**config.mk**
```make
export PLATFORM = sky130hd
export DESIGN_NAME = ccp_pwm_mode_control
export DESIGN_NICKNAME = d
export VERILOG_FILES = /design/src/core/ccp_pkg.sv /design/src/core/ccp_edge_div.sv /design/src/core/ccp_pwm_mode_control.sv
export SDC_FILE = /design/constraint.sdc
export NUM_CORES = 1
export LEC_CHECK = 0
export ABC_AREA = 1
export BUFFER_PORTS_ARGS = -buffer_cell sky130_fd_sc_hd__buf_2
export CORE_UTILIZATION = 40
export DETAILED_ROUTE_END_ITERATION = 12
export SYNTH_ARGS = -nofsm -noshare
export SYNTH_HDL_FRONTEND = slang
export SYNTH_HIERARCHICAL = 1
export SYNTH_SLANG_ARGS = --single-unit
```
**constraint.sdc**
```tcl
create_clock -name clk_i -period 2 [get_ports clk_i]
set_input_delay 0.1 -clock clk_i [delete_from_list [all_inputs] [get_ports clk_i]]
set_output_delay 0.1 -clock clk_i [all_outputs]
set_load 0.005 [all_outputs]
```
**src/core/ccp_pkg.sv**
```systemverilog
// Package for the capture/compare/PWM unit: register map, field layout, resets, modes.
// Assumes a 32-bit classic Wishbone slave with one register per aligned word.
package ccp_pkg;

   // ------------------------------------------------------------------
   // Register map (byte addresses)
   // ------------------------------------------------------------------
   localparam logic [7:0] CCP_ADDR_CONTROL = 8'h00;
   localparam logic [7:0] CCP_ADDR_DUTY_LOW = 8'h04;
   localparam logic [7:0] CCP_ADDR_DUTY_HIGH = 8'h08;
   localparam logic [7:0] CCP_ADDR_PERIOD = 8'h0C;
   localparam logic [7:0] CCP_ADDR_CAPTURE_STATUS = 8'h10;

   // ------------------------------------------------------------------
   // Control register fields
   // ------------------------------------------------------------------
   localparam int CCP_CTL_ENABLE_BIT = 7;
   localparam int CCP_CTL_OUT_BIT = 5;
   localparam int CCP_CTL_ALIGN_BIT = 4;
   localparam int CCP_CTL_MODE_LSB = 0;
   localparam logic [7:0] CCP_CTL_WRITE_MASK = 8'h9F;

   // ------------------------------------------------------------------
   // Reset values
   // ------------------------------------------------------------------
   localparam logic [7:0] CCP_CONTROL_RESET = 8'h00;
   localparam logic [7:0] CCP_DUTY_RESET = 8'h00;
   localparam logic [7:0] CCP_PERIOD_RESET = 8'hFF;
   localparam logic [9:0] CCP_LATCH_RESET = 10'h000;

   // ------------------------------------------------------------------
   // Mode codes
   // ------------------------------------------------------------------
   localparam logic [3:0] CCP_MODE_OFF = 4'h0;
   localparam logic [3:0] CCP_MODE_CMP_TOGGLE_CLR = 4'h1;
   localparam logic [3:0] CCP_MODE_CMP_TOGGLE = 4'h2;
   localparam logic [3:0] CCP_MODE_CAP_ANY = 4'h3;
   localparam logic [3:0] CCP_MODE_CAP_FALL = 4'h4;
   localparam logic [3:0] CCP_MODE_CAP_RISE = 4'h5;
   localparam logic [3:0] CCP_MODE_CAP_RISE4 = 4'h6;
   localparam logic [3:0] CCP_MODE_CAP_RISE16 = 4'h7;
   localparam logic [3:0] CCP_MODE_CMP_SET = 4'h8;
   localparam logic [3:0] CCP_MODE_CMP_CLEAR = 4'h9;
   localparam logic [3:0] CCP_MODE_CMP_PULSE = 4'hA;
   localparam logic [3:0] CCP_MODE_CMP_PULSE_CLR = 4'hB;
   localparam logic [1:0] CCP_MODE_PWM_TOP = 2'h3;

   // Prescaler count at the last edge of each capture for the prescaled capture modes
   localparam logic [3:0] CCP_CAP_DIV4_LAST = 4'h3;
   localparam logic [3:0] CCP_CAP_DIV16_LAST = 4'hF;

   // Fanout of the unit output toward the other on-chip peripherals
   typedef struct packed {
      logic waveform_generator;
      logic adc_trigger;
      logic timer_reset;
      logic signal_measurement_timer;
      logic configurable_logic_cell;
      logic pin_mapping_unit;
   } ccp_fanout_t;

endpackage

```
**src/core/ccp_edge_div.sv**
```systemverilog
// Edge detector and capture prescaler for one synchronised capture input.
// Assumes the input is already synchronised to clk_i by the caller.
module ccp_edge_div (
   input wire logic clk_i,
   input wire logic rst_i,
   input wire logic clear_i,
   input wire logic sig_i,
   input wire logic [3:0] mode_i,
   output logic event_o
);

   logic prev_q;
   logic [3:0] count_q;
   logic rise;
   logic fall;
   logic edge_hit;

   assign rise = sig_i & ~prev_q;
   assign fall = ~sig_i & prev_q;

   always_comb begin
      unique case (mode_i)
         ccp_pkg::CCP_MODE_CAP_ANY: edge_hit = rise | fall;
         ccp_pkg::CCP_MODE_CAP_FALL: edge_hit = fall;
         ccp_pkg::CCP_MODE_CAP_RISE,
         ccp_pkg::CCP_MODE_CAP_RISE4,
         ccp_pkg::CCP_MODE_CAP_RISE16: edge_hit = rise;
         default: edge_hit = 1'b0;
      endcase
   end

   always_ff @(posedge clk_i) begin
      if (rst_i) begin
         prev_q <= 1'b0;
      end else begin
         prev_q <= sig_i;
      end
   end

   // Prescaler counts qualifying edges and fires on the last one
   always_ff @(posedge clk_i) begin
      if (rst_i || clear_i) begin
         count_q <= 4'h0;
         event_o <= 1'b0;
      end else begin
         event_o <= 1'b0;
         if (edge_hit) begin
            if (mode_i == ccp_pkg::CCP_MODE_CAP_RISE16) begin
               event_o <= (count_q == ccp_pkg::CCP_CAP_DIV16_LAST);
               count_q <= count_q + 4'h1;
            end else if (mode_i == ccp_pkg::CCP_MODE_CAP_RISE4) begin
               event_o <= (count_q == ccp_pkg::CCP_CAP_DIV4_LAST);
               count_q <= (count_q == ccp_pkg::CCP_CAP_DIV4_LAST) ? 4'h0 : count_q + 4'h1;
            end else begin
               event_o <= 1'b1;
            end
         end
      end
   end

endmodule

```
**src/core/ccp_pwm_mode_control.sv**
```systemverilog
// Capture/compare/PWM unit with control, duty and period registers on classic Wishbone.
// Assumes the shared 8-bit time base, its prescale phase and the compare timer come in
// as same-clock logic; the capture input is a pin and is synchronised here.
module ccp_pwm_mode_control #(
   parameter int DUTY_WIDTH = 10
) (
   input wire logic clk_i,
   input wire logic rst_i,
   // Classic Wishbone slave
   input wire logic cyc_i,
   input wire logic stb_i,
   input wire logic we_i,
   input wire logic [7:0] adr_i,
   input wire logic [3:0] sel_i,
   input wire logic [31:0] dat_i,
   output logic [31:0] dat_o,
   output logic ack_o,
   // Shared time base: timer count, increment strobe, 2-bit phase below it
   input wire logic [7:0] timer_count_i,
   input wire logic timer_tick_i,
   input wire logic [1:0] timer_phase_i,
   // Compare/capture timer
   input wire logic [15:0] compare_timer_i,
   input wire logic capture_pin_i,
   output logic timer_clear_o,
   output logic compare_match_o,
   output logic capture_event_o,
   output logic [15:0] capture_value_o,
   // Unit output and its fanout
   output logic unit_out_o,
   output logic pin_oe_o,
   output ccp_pkg::ccp_fanout_t fanout_o
);

   // ------------------------------------------------------------------
   // Registers
   // ------------------------------------------------------------------
   logic [7:0] control_q;
   logic [7:0] duty_low_q;
   logic [7:0] duty_high_q;
   logic [7:0] period_q;
   logic out_q;
   logic [DUTY_WIDTH-1:0] duty_latch_q;
   logic [15:0] capture_q;
   logic capture_seen_q;
   logic ack_q;
   logic [31:0] rdata_q;
   logic cap_sync1_q;
   logic cap_sync2_q;
   logic match_q;
   logic cap_event;

   logic enable;
   logic align;
   logic [3:0] mode;
   logic pwm_mode;
   logic capture_mode;
   logic [DUTY_WIDTH-1:0] duty_buffer;
   logic [DUTY_WIDTH-1:0] time_base;
   logic wr_stb;
   logic rd_stb;
   logic cmp_hit;
   logic period_end;

   assign enable = control_q[ccp_pkg::CCP_CTL_ENABLE_BIT];
   assign align = control_q[ccp_pkg::CCP_CTL_ALIGN_BIT];
   assign mode = control_q[ccp_pkg::CCP_CTL_MODE_LSB +: 4];
   assign pwm_mode = (mode[3:2] == ccp_pkg::CCP_MODE_PWM_TOP);
   assign capture_mode = (mode >= ccp_pkg::CCP_MODE_CAP_ANY) && (mode <= ccp_pkg::CCP_MODE_CAP_RISE16);

   // Duty value as seen through the alignment bit
   // Writes land at any time; in PWM modes only the latch below feeds the pin compare
   always_comb begin
      if (align) begin
         duty_buffer = {duty_high_q, duty_low_q[7:6]};
      end else begin
         duty_buffer = {duty_high_q[1:0], duty_low_q};
      end
   end

   // Time base runs at the system clock through the timer ticks and phase
   assign time_base = {timer_count_i, timer_phase_i};
   assign cmp_hit = (compare_timer_i == {duty_high_q, duty_low_q});

   // ------------------------------------------------------------------
   // Wishbone slave
   // ------------------------------------------------------------------
   // One wait state: ack follows the request by one edge, and drops after one cycle.
   // Ack drops even if stb stays high, so a held request is taken again every second cycle
   assign wr_stb = cyc_i && stb_i && we_i && !ack_q;
   assign rd_stb = cyc_i && stb_i && !we_i && !ack_q;

   always_ff @(posedge clk_i) begin
      if (rst_i) begin
         ack_q <= 1'b0;
      end else begin
         ack_q <= cyc_i && stb_i && !ack_q;
      end
   end

   always_ff @(posedge clk_i) begin
      if (rst_i) begin
         control_q <= ccp_pkg::CCP_CONTROL_RESET;
         duty_low_q <= ccp_pkg::CCP_DUTY_RESET;
         duty_high_q <= ccp_pkg::CCP_DUTY_RESET;
         period_q <= ccp_pkg::CCP_PERIOD_RESET;
      end else if (wr_stb && sel_i[0]) begin
         // Only the low byte lane carries a register; other lanes are ignored
         unique case (adr_i)
            ccp_pkg::CCP_ADDR_CONTROL: control_q <= dat_i[7:0] & ccp_pkg::CCP_CTL_WRITE_MASK;
            ccp_pkg::CCP_ADDR_DUTY_LOW: duty_low_q <= dat_i[7:0];
            ccp_pkg::CCP_ADDR_DUTY_HIGH: duty_high_q <= dat_i[7:0];
            ccp_pkg::CCP_ADDR_PERIOD: period_q <= dat_i[7:0];
            default: ;
         endcase
      end
   end

   // Unmapped addresses read as zero and writes to them are dropped
   always_ff @(posedge clk_i) begin
      if (rst_i) begin
         rdata_q <= 32'h00000000;
      end else if (rd_stb) begin
         unique case (adr_i)
            ccp_pkg::CCP_ADDR_CONTROL: begin
               rdata_q <= {24'h000000, control_q[7:6], out_q, control_q[4:0]};
            end
            ccp_pkg::CCP_ADDR_DUTY_LOW: rdata_q <= {24'h000000, duty_low_q};
            ccp_pkg::CCP_ADDR_DUTY_HIGH: rdata_q <= {24'h000000, duty_high_q};
            ccp_pkg::CCP_ADDR_PERIOD: rdata_q <= {24'h000000, period_q};
            ccp_pkg::CCP_ADDR_CAPTURE_STATUS: rdata_q <= {15'h0000, capture_seen_q, capture_q};
            default: rdata_q <= 32'h00000000;
         endcase
      end else begin
         rdata_q <= 32'h00000000;
      end
   end

   assign dat_o = rdata_q;
   assign ack_o = ack_q;

   // ------------------------------------------------------------------
   // PWM period and duty
   // ------------------------------------------------------------------
   // Period ends on the increment taken from a count equal to the period
   // register: that same increment wraps the timer, sets the pin and latches
   // the duty. Decoding it at the tick itself keeps the pin edge on the wrap;
   // the clear request tells the shared timer, which may also wrap by itself.
   assign period_end = enable && pwm_mode && timer_tick_i && (timer_count_i == period_q);

   always_ff @(posedge clk_i) begin
      if (rst_i) begin
         duty_latch_q <= ccp_pkg::CCP_LATCH_RESET;
      end else if (period_end) begin
         duty_latch_q <= duty_buffer;
      end
   end

   always_ff @(posedge clk_i) begin
      if (rst_i) begin
         timer_clear_o <= 1'b0;
      end else begin
         timer_clear_o <= period_end;
      end
   end

   // ------------------------------------------------------------------
   // Output data bit
   // ------------------------------------------------------------------
   always_ff @(posedge clk_i) begin
      if (rst_i) begin
         out_q <= 1'b0;
         match_q <= 1'b0;
      end else if (!enable) begin
         out_q <= 1'b0;
         match_q <= 1'b0;
      end else if (pwm_mode) begin
         match_q <= 1'b0;
         if (period_end) begin
            // Pin set at period start unless the new duty is zero
            out_q <= (duty_buffer != '0);
         end else if (time_base == duty_latch_q) begin
            out_q <= 1'b0;
         end
         // A duty above the period never matches, so the pin is left as it is
      end else begin
         match_q <= cmp_hit;
         // Capture and off codes leave the data bit as it is
         unique case (mode)
            ccp_pkg::CCP_MODE_CMP_PULSE,
            ccp_pkg::CCP_MODE_CMP_PULSE_CLR: out_q <= cmp_hit;
            // A long match toggles once, at its first cycle only
            ccp_pkg::CCP_MODE_CMP_TOGGLE,
            ccp_pkg::CCP_MODE_CMP_TOGGLE_CLR: begin
               if (cmp_hit && !match_q) begin
                  out_q <= ~out_q;
               end
            end
            ccp_pkg::CCP_MODE_CMP_CLEAR: begin
               if (cmp_hit) begin
                  out_q <= 1'b0;
               end
            end
            ccp_pkg::CCP_MODE_CMP_SET: begin
               if (cmp_hit) begin
                  out_q <= 1'b1;
               end
            end
            default: ;
         endcase
      end
   end

   always_ff @(posedge clk_i) begin
      if (rst_i) begin
         compare_match_o <= 1'b0;
      end else begin
         compare_match_o <= enable && !pwm_mode && !capture_mode && (mode != ccp_pkg::CCP_MODE_OFF)
            && cmp_hit && !match_q;
      end
   end

   // ------------------------------------------------------------------
   // Capture
   // ------------------------------------------------------------------
   // The pin passes two stages; only the second one is read by logic
   always_ff @(posedge clk_i) begin
      if (rst_i) begin
         cap_sync1_q <= 1'b0;
         cap_sync2_q <= 1'b0;
      end else begin
         cap_sync1_q <= capture_pin_i;
         cap_sync2_q <= cap_sync1_q;
      end
   end

   ccp_edge_div u_edge_div (
      .clk_i(clk_i),
      .rst_i(rst_i),
      .clear_i(!enable || !capture_mode),
      .sig_i(cap_sync2_q),
      .mode_i(mode),
      .event_o(cap_event)
   );

   always_ff @(posedge clk_i) begin
      if (rst_i) begin
         capture_q <= 16'h0000;
         capture_seen_q <= 1'b0;
         capture_event_o <= 1'b0;
      end else begin
         capture_event_o <= cap_event && enable && capture_mode;
         // A capture in the same cycle as the clearing write wins
         if (cap_event && enable && capture_mode) begin
            capture_q <= compare_timer_i;
            capture_seen_q <= 1'b1;
         end else if (wr_stb && adr_i == ccp_pkg::CCP_ADDR_CAPTURE_STATUS) begin
            capture_seen_q <= 1'b0;
         end
      end
   end

   assign capture_value_o = capture_q;

   // ------------------------------------------------------------------
   // Output fanout and pin
   // ------------------------------------------------------------------
   always_ff @(posedge clk_i) begin
      if (rst_i) begin
         unit_out_o <= 1'b0;
         pin_oe_o <= 1'b0;
         fanout_o <= '0;
      end else begin
         unit_out_o <= out_q;
         // The pin stays an input while the unit is off, disabled or capturing
         pin_oe_o <= enable && !capture_mode && (mode != ccp_pkg::CCP_MODE_OFF);
         fanout_o.waveform_generator <= out_q;
         fanout_o.adc_trigger <= out_q;
         fanout_o.timer_reset <= out_q;
         fanout_o.signal_measurement_timer <= out_q;
         fanout_o.configurable_logic_cell <= out_q;
         fanout_o.pin_mapping_unit <= out_q;
      end
   end

endmodule

```
; ---- Yosys cells after proc, flatten, opt, wreduce, memory -nomap -nowiden
; Cells that the tools add are included.
; W data, S select, Z words.
[word_totals]
ff_bits = 105
inputBits = 77
out_inout_bits = 60
elab_cells = 124
[classes]
add_sub_neg = 1
magnitude_cmp = 2
n_eq_ne = 25
n_mux = 17
bitwise = 9
reduce_logical = 49
[ops]
columns = cell, count
row1 = $pmux W17 S5, 1
row2 = $logic_and A1 B1 Y1, 22
row3 = $eq A4 B4 Y1 const B, 5
row4 = $eq A16 B16 Y1, 1
row5 = $eq A4 B3 Y1 const B, 4
row6 = $eq A8 B4 Y1 const B, 2
row7 = $eq A4 B2 Y1 const B, 3
row8 = $mux W4, 3
row9 = $eq A10 B10 Y1, 1
row10 = $mux W1, 10
row11 = $mux W10, 1
row12 = $reduce_and A2 Y1, 5
row13 = $reduce_bool A10 Y1, 1
row14 = $reduce_or A2 Y1, 5
row15 = $ne A3 B3 Y1 const B, 3
row16 = $eq A8 B3 Y1 const B, 1
row17 = $eq A8 B5 Y1 const B, 1
row18 = $eq A8 B8 Y1, 1
row19 = $logic_not A8 Y1, 1
row20 = $logic_not A1 Y1, 6
row21 = $not A1 Y1, 6
row22 = $reduce_or A3 Y1, 2
row23 = $reduce_and A5 Y1, 1
row24 = $reduce_bool A5 Y1, 1
row25 = other kinds (13), 16

; ---- Logic depth before layout (Yosys ltp)
[logic_depth]
depth_word = 7
mapped_depth = 12

; ---- Cells and area by module
; Netlist, hierarchy kept.
[by_module_without_submodules]
columns = module, instances, cells_each, area_each_um2, seq_area_each_um2
row1 = ccp_pwm_mode_control, 1, 609, 4211.5, 1681.6
row2 = ccp_edge_div, 1, 57, 404.1, 120.1

; ---- Worst setup path before layout
; Ideal clock, no wire load.
[synth_path]
kind = flip-flop to flip-flop
startpoint = register control_q[3]
endpoint = register capture_q[11] (netlist: capture_value_o[11])
arrival_ns = 1.319
required_time_ns = 1.881
path_slack_ns = 0.562
stages_incl_launch_ff = 9
period_less_slack_ns = 1.438
cell_sequence = dfxtp_1 -> nor2_1 -> o21ai_1 -> inv_2 -> nor2_2 -> nand3_2 -> buf_2 -> o21ai_0 -> a21oi_1
[synth_between]
elab_chain_len = 3
word_cells_on_any_way = 4
classes_between = order compare: 2 / reduce/logical: 2
[synth_rtl]
columns = element, line_no
row1 = from (decl), ccp_pwm_mode_control.sv:38  ; logic [7:0] control_q;
row2 = from (signal assigned), ccp_pwm_mode_control.sv:103  ; control_q <= ccp_pkg::CCP_CONTROL_RESET;
row3 = from (signal assigned), ccp_pwm_mode_control.sv:110  ; ccp_pkg::CCP_ADDR_CONTROL: control_q <= dat_i[7:0] & ccp_pkg::CCP_CTL_WRITE_MASK;
row4 = $ge A4 B2 Y1 / $le A4 B3 Y1 (equally long branches), ccp_pwm_mode_control.sv:69  ; assign capture_mode = (mode >= ccp_pkg::CCP_MODE_CAP_ANY) && (mode <= ccp_pkg::CCP_MODE_CAP_RISE16);
row5 = $logic_and A1 B1 Y1 *, ccp_pwm_mode_control.sv:69
row6 = $logic_and A1 B1 Y1 *, ccp_pwm_mode_control.sv:254  ; if (cap_event && enable && capture_mode) begin
row7 = to (signal assigned), ccp_pwm_mode_control.sv:255  ; capture_q <= compare_timer_i;
row8 = to (decl), ccp_pwm_mode_control.sv:44  ; logic [15:0] capture_q;
; Mark *: on every way between the ends. The rest lies on a longest branch, timed or not.
; A chain may end at the register's enable or synchronous reset.

; ---- Worst setup path after layout
[layout_path]
startpoint = register control_q[4]
endpoint = register out_q
[layout_between]
elab_chain_len = 4
[layout_rtl]
columns = element, line_no
row1 = $mux W10, ccp_pwm_mode_control.sv:74  ; if (align) begin
row2 = $reduce_bool A10 Y1, ccp_pwm_mode_control.sv:181  ; out_q <= (duty_buffer != '0);
row3 = $mux W1, ccp_pwm_mode_control.sv:179  ; if (period_end) begin
row4 = $mux W1, ccp_pwm_mode_control.sv:177  ; end else if (pwm_mode) begin
row5 = to (signal assigned), ccp_pwm_mode_control.sv:181
row6 = to (signal assigned), ccp_pwm_mode_control.sv:191  ; ccp_pkg::CCP_MODE_CMP_PULSE_CLR: out_q <= cmp_hit;
row7 = to (signal assigned), ccp_pwm_mode_control.sv:196  ; out_q <= ~out_q;
row8 = to (decl), ccp_pwm_mode_control.sv:42  ; logic out_q;
; Every way passes these cells.

==> flow_summary.ini <==
[clock_tree]
cts_buffers = 9
cts_hold_buf = 1
postCtsSetupBuffers = 0
clock_latency_ns = 0.34
cts.sinks = 90
ctsResizeCount = 0
cts_root_buf = clkbuf_16
clkSlewWorstSetupHoldPaths_ns = 0.06
clockBufferDepth = 2
cts_tree = done
cts_max_level = 3

[route]
wl_per_cell_um = 14.3
dr.pass1.iters = 6
drt_iter0_drc = 278
via_per_inst = 4.93
ant_nets = 0
drc = 0
via_count = 4415
wl_um = 12800

[global_route]
grt_pass1_vias = 4040
grt_util_all_layers_pct = 22.6
antenna_found_initial = 0
grt_max_degree = 39
overflow = 0
grt_pass1_wl_um = 20200

[sta]
finClkSkew_ns = 0.00619
rsz0062_at_grt = no
fin_crit_ns = 1.77
slew_viol_final = 0
fmax_ghz = 0.565
hold_violations = 0
setup_violations = 0
slew_headroom_pct = 62.1
holdWs_ns = 0.0332
worstMarginPinSlew_ns = 0.568
finalSetupTns_ns = 0
fin_crit_sh_pct = 88.5

[yosys]
postSynthCellCount = 666
yosys_warnings = 6
yosysSeqAreaShare_pct = 39.0
syn_area_um2 = 4620
synth_cell_type_count = 42
avgSynthCellArea_um2 = 6.93
synth_seq_cells = 90

[placed_design]
place.gp.congestion = 0.878
hpwl_um = 10200
io_buffers = 94

[power]
swShare_pct = 22.8
clkPwrFrac_pct = 44.2
p_leak_nw = 2.45
p_seq_share_pct = 49.4
combPwrFrac_pct = 6.3
power_density_nw_per_um2 = 674
power.internal_mw = 2.81
p_sw_mw = 0.829
ir_drop_mv = 0.356

[setup_path]
crit_arrival_ns = 2.00
endpoint_kind = flop
crit_fanout = 20
critPathRequiredTime_ns = 2.23
worstSetupStartpointType = flop
setup.worst_path.class = reg2reg

[die]
io_pins = 137
initial_core_util_pct = 41.8
fp.dieW_um = 109
coreArea_um2 = 11000
die_area_um2 = 12000
num_rows = 38
die_h_um = 109

[outcome]
outcome = completed

[job]
drv_cap = 0

[layout]
layout-drive-gt1-share_pct = 19.8
areaGrowthSynthToFinish_pct = 16.9
diodes = 0
nets = 833

[hold_path]
hold_class = in2reg
-- cells by family (layout without fill, tap and decap cells) --
| family | count (synthesis) | after routing | share of synthesized area (%) |
|---|---|---|---|
| flops | 90 | 90 | 39.0 |
| simple gates | 284 | 284 | 27.8 |
| other cells | 1 | 15 | 0.0812 |
| fa+ha+maj | 3 | 3 | 0.813 |
| xor+xnor | 10 | 10 | 1.90 |
| compound gates | 135 | 135 | 16.2 |
| buf+inv | 143 | 219 | 14.1 |
-- cell usage in the layout (no fill, tap or decap), types with 2 or more instances in the layout --
cell / instances
nand2_1: 156
inv_1: 98
buf_2: 94
dfxtp_1: 90
nor2_1: 64
a21oi_1: 49
o21ai_0: 42
nand3_1: 16
conb_1: 15
nor3_1: 13
o22ai_1: 12
o21ai_1: 10
clkbuf_16: 9
a211oi_1: 8
nor2_2: 7
inv_2: 6
nand2_2: 6
xnor2_1: 6
o211ai_1: 6
buf_4: 5
nand3_2: 4
nor2_4: 4
xor2_1: 4
nand4_1: 4
clkbuf_8: 3
ha_1: 3
nand3b_1: 2
nor4_1: 2
a31oi_1: 2
-- power groups by stage --
stage / combinational [mW] / sequential [mW] / clock [mW]
2_1_floorplan: 0.135 / 1.84 / 0
3_3_place_gp: 0.224 / 1.84 / 0
3_5_place_dp: 0.227 / 1.84 / 0
4_1_cts: 0.230 / 1.80 / 1.65
5_1_grt: 0.259 / 1.80 / 1.71
6_report: 0.230 / 1.80 / 1.61
-- through the flow --
stage                     area, um^2  setup WS (ns)  util, %  total power [mW]  instances
after floorplan                 4670          0.562        -              1.97        680
after global placement          5110          0.279     46.3              2.06        881
after detailed placement        5110          0.269     46.3              2.06        881
after CTS                       5400          0.263     48.9              3.67        896
after global routing            5400         0.0375     48.9              3.76        896
final                           5400          0.230     48.9              3.64        896
-- cell type report --
class                   instances  area (um^2)
clock buffers                  12          267
clock inverters                 2         12.5
fillers                      1150         5630
inverters                     104          390
multi-input cells             447         2210
flip-flops and latches         90         1800
well taps                     140          175
repair buffers                101          538
-- metal layers --
layer / GRT usage (%) / vias to the layer above / wire (um)
li1: - / 2264 / -
met2: 36.3 / 138 / 5890
met4: 7.52 / 0 / 249
met3: 4.56 / 16 / 911
met1: 30.1 / 1997 / 5750
met5: 0 / - / 0
-- Yosys cell counts --
cell      count  area (um^2)
xnor2_1       6         52.6
buf_2         9         45.0
xor2_1        4         35.0
nand2_4       1         11.3
nand3b_1      2         15.0
o22ai_1      12         75.1
a211oi_1      8         60.1
nand4_2       1         12.5
nor2_8        1         20.0
nor3b_4       1         18.8
nor2_1       64          240
o221ai_1      1         8.76
o21ai_2       1         8.76
nor4_1        2         12.5
o21ai_0      42          210
ha_1          3         37.5
a31oi_1       2         12.5
buf_1         1         3.75
dfxtp_1      90         1800
nor2_4        4         45.0
inv_1        98          368
nand3_1      16         80.1
clkbuf_1      4         15.0
nand2_2       6         37.5
nor3_1       13         65.1
nand2_1     156          586
a31o_2        1         8.76
inv_2         6         22.5
o211ai_1      6         45.0
buf_6         3         33.8
conb_1        1         3.75
a41oi_1       1         8.76
nor3b_2       1         12.5
nand3_4       1         17.5
nor2_2        7         43.8
nand4_1       4         25.0
o21ai_1      10         50.1
o21bai_1      1         7.51
buf_4        22          165
a21oi_2       1         8.76
a21oi_1      49          245
nand3_2       4         40.0
-- path summary, 6_finish.rpt --
check          startpoint           to  slack (ns)  depth (start not counted)
max          control_q[4]        out_q        0.23                          9
min                 stb_i        ack_o        0.03                          3
max reg2reg  control_q[4]        out_q        0.23                          9
min reg2reg   cap_sync1_q  cap_sync2_q        0.41                          2
-- worst max-delay path, stage by stage (launching register included) --
cell and delay (ns):
dfxtp_1 0.68, nand2_1 0.13, o21ai_0 0.22, nand2_1 0.10, nor2_1 0.10, nand3_1 0.07, a21oi_1 0.15, nand2_1 0.06
nor2_1 0.09, nor2_1 0.05
-- state kept, by name (all words and copies together), names as in the netlist, 4 cells and up --
name                flops
duty_high_q             8
capture_value_o        16
control_q               6
period_q                8
duty_latch_q           10
u_edge_div/count_q      4
duty_low_q              8
dat_o                  17
(Power assumes the default switching activity.)
